### config.mk
export PLATFORM = sky130hd
export DESIGN_NAME = pmx_pin_mux
export DESIGN_NICKNAME = d
export VERILOG_FILES = /design/src/common/pmx_pkg.sv /design/src/rtl/pmx_pin_mux.sv
export SDC_FILE = /design/constraint.sdc
export NUM_CORES = 1
export LEC_CHECK = 0
export BUFFER_PORTS_ARGS = -buffer_cell sky130_fd_sc_hd__buf_2
export CAP_MARGIN = 0
export CORE_MARGIN = 1
export CORE_UTILIZATION = 30
export CTS_CLUSTER_SIZE = 40
export DETAILED_ROUTE_END_ITERATION = 6
export PLACE_DENSITY = 0.65
export SYNTH_ARGS = -nofsm -noshare
export SYNTH_HDL_FRONTEND = slang
export SYNTH_SLANG_ARGS = --single-unit
### constraint.sdc
create_clock -name i_mclk -period 3.2 [get_ports i_mclk]
set_input_delay 0.96 -clock i_mclk [delete_from_list [all_inputs] [get_ports i_mclk]]
set_output_delay 0.96 -clock i_mclk [all_outputs]
set_load 0.01 [all_outputs]
### src/common/pmx_pkg.sv
// constants for the port and lcd pin multiplexer
// assumes a single 250 MHz clock domain
package pmx_pkg;
  // per-line mode encoding
  localparam logic [2:0] MODE_IN_FLOAT = 3'h0;
  localparam logic [2:0] MODE_IN_PULLUP = 3'h1;
  localparam logic [2:0] MODE_IN_IRQ = 3'h2;
  localparam logic [2:0] MODE_OUT_OD = 3'h3;
  localparam logic [2:0] MODE_OUT_PP = 3'h4;
  localparam logic [2:0] MODE_ANALOG = 3'h5;
  localparam int LINES = 4;
  localparam int SHARED = 8;
  localparam int COMMONS = 8;
  // line indices of port a alternate functions (port a lines 4..7 -> 0..3)
  localparam int TIMER_BIT = 0;
  localparam int SCK_BIT = 1;
  localparam int SDI_BIT = 2;
  localparam int SDO_BIT = 3;
  localparam logic [2:0] RESET_MODE = 3'h0;
  localparam logic RESET_SYNC = 1'b1;
endpackage

### src/rtl/pmx_pin_mux.sv
// pin multiplexer for three 4-line ports, lcd common/segment lines and system pins
// assumes pads resolve wires from o_*_out and o_*_oe; pulls are modelled by o_*_pu enables
`timescale 1ns/1ps
// How it works
// - port a lines select float, pull-up, interrupt, open-drain or push-pull mode.
// - port b lines add an analog mode feeding the converter.
// - port c lines likewise offer analog converter input mode.
// - port a lines five to seven carry serial clock, data in, data out.
// - timer line in input mode feeds the timer prescaler input.
// - timer line in output mode drives the timer output bit.
// - eight common lines always come from the backplane generator.
// - shared lines act as eight commons or eight segments as a group.
// - nmi pin synchronised, falling edge raises top interrupt; idles high.
// - low reset pin restarts the core; pin idles high.
// - test pin low means normal mode; pull-down when floating.
module pmx_pin_mux (
  input wire logic i_mclk,
  input wire logic i_rst_b,
  input wire logic [11:0] i_pa_mode,
  input wire logic [11:0] i_pb_mode,
  input wire logic [11:0] i_pc_mode,
  input wire logic [3:0] i_pa_data,
  input wire logic [3:0] i_pb_data,
  input wire logic [3:0] i_pc_data,
  input wire logic [3:0] i_pa_pin,
  input wire logic [3:0] i_pb_pin,
  input wire logic [3:0] i_pc_pin,
  output logic [3:0] o_pa_out,
  output logic [3:0] o_pa_oe,
  output logic [3:0] o_pa_pu,
  output logic [3:0] o_pb_out,
  output logic [3:0] o_pb_oe,
  output logic [3:0] o_pb_pu,
  output logic [3:0] o_pc_out,
  output logic [3:0] o_pc_oe,
  output logic [3:0] o_pc_pu,
  output logic [3:0] o_pa_in,
  output logic [3:0] o_pb_in,
  output logic [3:0] o_pc_in,
  output logic [3:0] o_port_irq,
  output logic [3:0] o_pb_analog_en,
  output logic [3:0] o_pc_analog_en,
  input wire logic i_serial_clock_out,
  input wire logic i_serial_clock_oe,
  input wire logic i_serial_data_out,
  input wire logic i_serial_data_out_en,
  output logic o_serial_clock_in,
  output logic o_serial_data_in,
  input wire logic i_timer_out_bit,
  input wire logic i_timer_timeout,
  output logic o_timer_in,
  input wire logic [7:0] i_backplane_drive,
  input wire logic [7:0] i_shared_common_drive,
  input wire logic [7:0] i_shared_segment_drive,
  input wire logic i_shared_as_common,
  output logic [7:0] o_lcd_common_lines,
  output logic [7:0] o_shared_common_segment_lines,
  input wire logic i_nmi_pin,
  output logic o_nmi_req,
  output logic o_nmi_pu,
  input wire logic i_reset_pin_b,
  output logic o_core_rst_b,
  output logic o_reset_pu,
  input wire logic i_test_pin,
  output logic o_test_mode,
  output logic o_test_pd
);
  logic [11:0] pin_raw;
  logic [11:0] s1_r, s2_r, s3_r, clean_r;
  logic [11:0] clean_prev_r;
  logic [35:0] mode_all;
  logic [11:0] data_all, out_all, oe_all, pu_all, irq_all, ana_all;
  logic timer_q_r;
  logic [2:0] nmi_s_r, rst_s_r, tst_s_r;
  logic nmi_clean_r, rst_clean_r, tst_clean_r;
  logic nmi_prev_r;

  assign pin_raw = {i_pc_pin, i_pb_pin, i_pa_pin};
  assign mode_all = {i_pc_mode, i_pb_mode, i_pa_mode};
  assign data_all = {i_pc_data, i_pb_data, i_pa_data};

  // three-stage synchroniser; change accepted once stages two and three agree
  always_ff @(posedge i_mclk or negedge i_rst_b) begin
    if (!i_rst_b) begin
      s1_r <= 12'h000;
      s2_r <= 12'h000;
      s3_r <= 12'h000;
      clean_r <= 12'h000;
      clean_prev_r <= 12'h000;
    end else begin
      s1_r <= pin_raw;
      s2_r <= s1_r;
      s3_r <= s2_r;
      clean_r <= (s2_r & s3_r) | (clean_r & (s2_r ^ s3_r)) | (clean_r & ~(s2_r ^ s3_r) & s2_r);
      clean_prev_r <= clean_r;
    end
  end

  // timer output bit is latched on each time-out
  always_ff @(posedge i_mclk or negedge i_rst_b) begin
    if (!i_rst_b) begin
      timer_q_r <= 1'b0;
    end else if (i_timer_timeout) begin
      timer_q_r <= i_timer_out_bit;
    end
  end

  genvar g;
  generate
    for (g = 0; g < 12; g++) begin : g_line
      logic [2:0] m;
      logic ana_ok, drv;
      assign m = mode_all[3*g +: 3];
      // port a has no analog mode; treat that code as plain input
      assign ana_ok = (g >= 4) && (m == pmx_pkg::MODE_ANALOG);
      assign ana_all[g] = ana_ok;
      // alternate functions override port data on port a lines
      assign drv = (g == pmx_pkg::TIMER_BIT) ? timer_q_r :
                   (g == pmx_pkg::SCK_BIT && i_serial_clock_oe) ? i_serial_clock_out :
                   (g == pmx_pkg::SDO_BIT && i_serial_data_out_en) ? i_serial_data_out :
                   data_all[g];
      // open-drain only drives low, push-pull drives both levels
      assign oe_all[g] = (m == pmx_pkg::MODE_OUT_PP) || ((m == pmx_pkg::MODE_OUT_OD) && !drv);
      assign out_all[g] = (m == pmx_pkg::MODE_OUT_PP) ? drv : 1'b0;
      assign pu_all[g] = (m == pmx_pkg::MODE_IN_PULLUP) || (m == pmx_pkg::MODE_IN_IRQ);
      // interrupt input flags a falling edge of the filtered level
      assign irq_all[g] = (m == pmx_pkg::MODE_IN_IRQ) && clean_prev_r[g] && !clean_r[g];
    end
  endgenerate

  assign o_pa_out = out_all[3:0];
  assign o_pb_out = out_all[7:4];
  assign o_pc_out = out_all[11:8];
  assign o_pa_oe = oe_all[3:0];
  assign o_pb_oe = oe_all[7:4];
  assign o_pc_oe = oe_all[11:8];
  assign o_pa_pu = pu_all[3:0];
  assign o_pb_pu = pu_all[7:4];
  assign o_pc_pu = pu_all[11:8];
  // analog lines read as zero so the digital path does not toggle
  assign o_pa_in = clean_r[3:0];
  assign o_pb_in = clean_r[7:4] & ~ana_all[7:4];
  assign o_pc_in = clean_r[11:8] & ~ana_all[11:8];
  assign o_pb_analog_en = ana_all[7:4];
  assign o_pc_analog_en = ana_all[11:8];
  assign o_port_irq = {|irq_all[11:8], |irq_all[7:4], |irq_all[3:0], 1'b0};
  assign o_serial_clock_in = clean_r[pmx_pkg::SCK_BIT];
  assign o_serial_data_in = clean_r[pmx_pkg::SDI_BIT];
  // timer input only when the line is an input mode
  assign o_timer_in = (i_pa_mode[2:0] <= pmx_pkg::MODE_IN_IRQ) ? clean_r[pmx_pkg::TIMER_BIT] : 1'b0;

  assign o_lcd_common_lines = i_backplane_drive;
  assign o_shared_common_segment_lines = i_shared_as_common ? i_shared_common_drive : i_shared_segment_drive;

  // system pins share the same synchroniser style
  always_ff @(posedge i_mclk or negedge i_rst_b) begin
    if (!i_rst_b) begin
      nmi_s_r <= 3'h7;
      rst_s_r <= 3'h7;
      tst_s_r <= 3'h0;
      nmi_clean_r <= pmx_pkg::RESET_SYNC;
      rst_clean_r <= pmx_pkg::RESET_SYNC;
      tst_clean_r <= 1'b0;
      nmi_prev_r <= 1'b1;
    end else begin
      nmi_s_r <= {nmi_s_r[1:0], i_nmi_pin};
      rst_s_r <= {rst_s_r[1:0], i_reset_pin_b};
      tst_s_r <= {tst_s_r[1:0], i_test_pin};
      if (nmi_s_r[1] == nmi_s_r[2]) nmi_clean_r <= nmi_s_r[1];
      if (rst_s_r[1] == rst_s_r[2]) rst_clean_r <= rst_s_r[1];
      if (tst_s_r[1] == tst_s_r[2]) tst_clean_r <= tst_s_r[1];
      nmi_prev_r <= nmi_clean_r;
    end
  end

  assign o_nmi_req = nmi_prev_r && !nmi_clean_r;
  assign o_nmi_pu = 1'b1;
  assign o_core_rst_b = rst_clean_r;
  assign o_reset_pu = 1'b1;
  assign o_test_mode = tst_clean_r;
  assign o_test_pd = 1'b1;

  nmi_edge_a: assert property (@(posedge i_mclk) disable iff (!i_rst_b)
    $fell(nmi_clean_r) |-> o_nmi_req ##1 !o_nmi_req) else $error("nmi edge missed");
  rst_follow_a: assert property (@(posedge i_mclk) disable iff (!i_rst_b)
    (rst_s_r[1] == rst_s_r[2]) |=> (o_core_rst_b == $past(rst_s_r[1]))) else $error("reset not followed");
  test_mode_a: assert property (@(posedge i_mclk) disable iff (!i_rst_b)
    (tst_s_r[2:1] == 2'b00) |=> !o_test_mode) else $error("test mode wrong");
  pullup_mode_a: assert property (@(posedge i_mclk) disable iff (!i_rst_b)
    (i_pa_mode[2:0] >= pmx_pkg::MODE_OUT_OD) |-> !o_pa_pu[0]) else $error("pull-up in output");
  common_drive_a: assert property (@(posedge i_mclk) disable iff (!i_rst_b)
    o_lcd_common_lines == i_backplane_drive) else $error("common not backplane");
  shared_sel_a: assert property (@(posedge i_mclk) disable iff (!i_rst_b)
    !i_shared_as_common |-> o_shared_common_segment_lines == i_shared_segment_drive) else $error("segment sel");
  timer_out_a: assert property (@(posedge i_mclk) disable iff (!i_rst_b)
    (i_timer_timeout && i_pa_mode[2:0] == pmx_pkg::MODE_OUT_PP) |=> o_pa_out[0] == $past(i_timer_out_bit))
    else $error("timer out wrong");
  analog_b_a: assert property (@(posedge i_mclk) disable iff (!i_rst_b)
    (i_pb_mode[2:0] == pmx_pkg::MODE_ANALOG) |-> o_pb_analog_en[0] && !o_pb_in[0] && !o_pb_oe[0])
    else $error("analog b wrong");
  analog_c_a: assert property (@(posedge i_mclk) disable iff (!i_rst_b)
    (i_pc_mode[2:0] == pmx_pkg::MODE_ANALOG) |-> o_pc_analog_en[0] && !o_pc_pu[0]) else $error("analog c");
  sdo_route_a: assert property (@(posedge i_mclk) disable iff (!i_rst_b)
    (i_serial_data_out_en && i_pa_mode[11:9] == pmx_pkg::MODE_OUT_PP) |-> o_pa_out[3] == i_serial_data_out)
    else $error("serial out route");
  od_drive_a: assert property (@(posedge i_mclk) disable iff (!i_rst_b)
    (i_pa_mode[5:3] == pmx_pkg::MODE_OUT_OD) |-> !o_pa_out[1]) else $error("open drain high");
  timer_in_a: assert property (@(posedge i_mclk) disable iff (!i_rst_b)
    (i_pa_mode[2:0] == pmx_pkg::MODE_IN_FLOAT) |-> o_timer_in == o_pa_in[0]) else $error("timer in");
endmodule // pmx_pin_mux

==> impl_results.md <==
- Worst-skew pair later-pin latency: 0.34 ns
- 1st-iter DRT viols: 90
- Final period demand of the worst path: approximately 2.9 ns
- Gr ovfl total: 0
- Total GRT Usage: 11.5%
- Slew @ Worst Pin: approximately 0.9 ns
- Xor/xnor share of the synthesized area: 3.21%
- Num CTS Buffers: 9
- Final Cycle Share: 91.6%
- Final setup violating endpoints: 0
- Post-Syn Area per Cell: 11.7 µm²
- Via density: approximately 4.3
- Min-Delay Path Class: flop to flop
- Vias in the first global route: 2388
- CTS Sinks: between 70 and 80
- Hold buffer count at CTS: 0
- First-pass GRT wire length: between 10 and 15 mm
- Post-route ant nets: 0
- RSZ-0062 raised after global routing: no
- Hpwl dp: 4.91 mm
- Die area: around 11000 µm²
- Core area: 10500 µm²
- Kind of critical path: primary input to output pin
- Max incr delay on CP: around 0.44 ns
- Register area share after synthesis: between 50 and 60%
- Post-synthesis mux area share: roughly 3.7%
- Largest net degree at the start of global routing: 75
- FMAX: roughly 340 MHz
- Endpoint class of the critical path: output pin
- DRC: 0
- Post-CTS Setup Inserts: 0
- Detailed Route WL: between 6 and 7 mm
- Final hold slack: between 0.3 and 0.4 ns
- Flop pwr share: ~49%
- Slew Limit Fails: 0
- Peak supply drop: approximately 0.00034 V
- Final hold viol count: 0
- Unique masters post-synth: 26
- Port Buffer Count: about 160
- Leakage dissipation: 2.16 nW
- Total net switching power: approximately 0.54 mW
- Clock power frac: a little over a third
- Most common cell after layout, fill and taps aside: buf_2
- Synth warn: 0
- Critical Path AT: 1.97 ns
- Max-cap viol count: 0
- Worst-path fanout max: 3
- Cells after synthesis: 280
- Worst path required time: about 2.2 ns
- Vias: approximately 2500
- Synthesized area: between 3000 and 4000 µm²
- Switching share of total power: approximately a quarter
- Adder-Cell Fraction of Synth Area: roughly 5.5%
- Largest family of logic cells by synthesized area: simple AND/OR/NAND/NOR gates
- Setup Skew: roughly 0.0053 ns
- Commonest cells after routing, fill and taps aside: buf_2 (158), dfrtp_1 (65), nand2b_1 (38), nor2_1 (28), o21ai_0 (13)
- Status: complete, no violations
- PD cells: 507 nW/µm²
- Post-cts resize count: 0
- Fin area: roughly 4300 µm²
- # diodes: 0
- Fill count: slightly below 1000
- Die width: around 110 µm
- Setup TNS: 0 ns
- Startpoint types: primary input
- Dpl cell area: slightly above 4000 µm²
- Share of layout cells above drive strength 1: 44.7%
- CTS tree: done
- Slew HR: about two fifths
- Row Count: 37
- Total chip power: between 2 and 2.5 mW
- Average wire per standard cell: approximately 11 µm
- Initial antenna violation count: 0
- Int Pwr: 1.64 mW
- Compound-Gate Fraction of Synth Area: 3.75%
- Area grow syn2layout: 31.2%
- Drt pass-1 iters: 4
- Most frequent CP cell: buf_2
- Die Ht: around 110 µm
- # H-tree levels: 3
- Synth Area in Simple Gates: 20.1%
- Gpl congestion: 0.771
- Initial Utilization: 31.2%
- Final nets: roughly 540
- # IOs: between 150 and 200
- R2R setup slack: approximately 2.2 ns
- CTS Root Buffer Type: clkbuf_8
- #FFs+latches synth: 74
- Clock slew seen by the registers of the worst setup and hold paths: approximately 0.07 ns
- Critical path cell sequence: buf_2 -> nand2b_1 -> nor4b_1 -> or4_1 -> buf_2
- CP max-delay cell: nor4b_1
- Combinational cell fraction of total power: about 15%
- CTS Buffer Depth: 2
[power by group through the flow]
stage	clock network [mW]	logic [mW]	registers (mW)
2_1_floorplan	0	0.184	1.07
3_3_place_gp	0	0.316	1.08
3_5_place_dp	0	0.327	1.08
4_1_cts	0.839	0.328	1.06
5_1_grt	0.873	0.362	1.07
6_report	0.795	0.322	1.06
[worst max-delay path, delay by kind of cell]
kind	cells	cell delay, ns
simple gates	3	0.77
buf+inv	2	0.24
[flip-flops by register name (all words and copies together) (netlist names), 3 cells and up]
| signal | flops |
|---|---|
| s2_r | 12 |
| clean_prev_r | 12 |
| rst_s_r | 3 |
| nmi_s_r | 3 |
| s3_r | 12 |
| tst_s_r | 3 |
| clean_r | 12 |
| s1_r | 12 |
[worst paths after layout]
path | start | to | cells past startpoint
max reg2reg | s2_r[2] | clean_r[2] | 3
max in group asynchronous | i_rst_b | clean_r[8] | 1
min | s1_r[6] | s2_r[6] | 0
max | i_pb_mode[2] | o_port_irq[2] | 5
min in group asynchronous | i_rst_b | tst_s_r[0] | 1
min reg2reg | s1_r[6] | s2_r[6] | 0
[area by class of cell]
| type | count | area [µm²] | area share [%] |
|---|---|---|---|
| Multi-Input combinational cell | 175 | 1200 | 28.0 |
| Clock buffer | 10 | 138 | 3.21 |
| Tap cell | 136 | 170 | 3.97 |
| Sequential cell | 74 | 1860 | 43.4 |
| Timing Repair Buffer | 159 | 798 | 18.6 |
| Inverter | 8 | 30.0 | 0.700 |
| Clock inverter | 6 | 90.1 | 2.10 |
[logic make-up after synthesis]
family          count (synthesis)
mux                            11
simple gates                  111
other cells                     2
fa+ha+maj                      15
compound gates                 22
flops                          74
xor+xnor                       12
buf+inv                        33
[routing by layer]
metal	track usage (%)	part of all wire [%]	vias up
li1	-	-	1210
met1	12.7	41	1131
met2	19.4	49	99
met3	4.05	7.2	20
met4	5.75	2.8	0
met5	0	0	-
[per-stage QoR]
stage	std cells	setup slack (ns)	util, %
CTS	568	0.284	41.0
finish	568	0.267	41.0
global placement	552	0.287	38.8
global route	568	0.239	41.0
detailed placement	552	0.285	38.8
floorplan	282	0.556	-
[cells in the mapped netlist]
| cell type | instances | area, µm² |
|---|---|---|
| o31ai_1 | 1 | 7.51 |
| nand2b_1 | 38 | 238 |
| maj3_1 | 3 | 30.0 |
| nor3b_1 | 8 | 60.1 |
| and3_1 | 2 | 12.5 |
| clkbuf_1 | 1 | 3.75 |
| ha_1 | 12 | 150 |
| mux2_2 | 9 | 101 |
| nor4b_1 | 9 | 78.8 |
| or4_1 | 3 | 22.5 |
| conb_1 | 2 | 7.51 |
| inv_1 | 8 | 30.0 |
| nor2b_1 | 9 | 56.3 |
| buf_4 | 24 | 180 |
| nor2_1 | 28 | 105 |
| and4b_1 | 2 | 20.0 |
| mux2i_1 | 2 | 20.0 |
| dfstp_2 | 9 | 236 |
| o21ai_0 | 13 | 65.1 |
| xnor2_1 | 12 | 105 |
| o22ai_1 | 8 | 50.1 |
| nor4_1 | 1 | 6.26 |
| and3b_1 | 1 | 8.76 |
| nand4b_1 | 2 | 17.5 |
| dfrtp_1 | 65 | 1630 |
| nand2_1 | 8 | 30.0 |
Power figures use the tool's default switching activity.
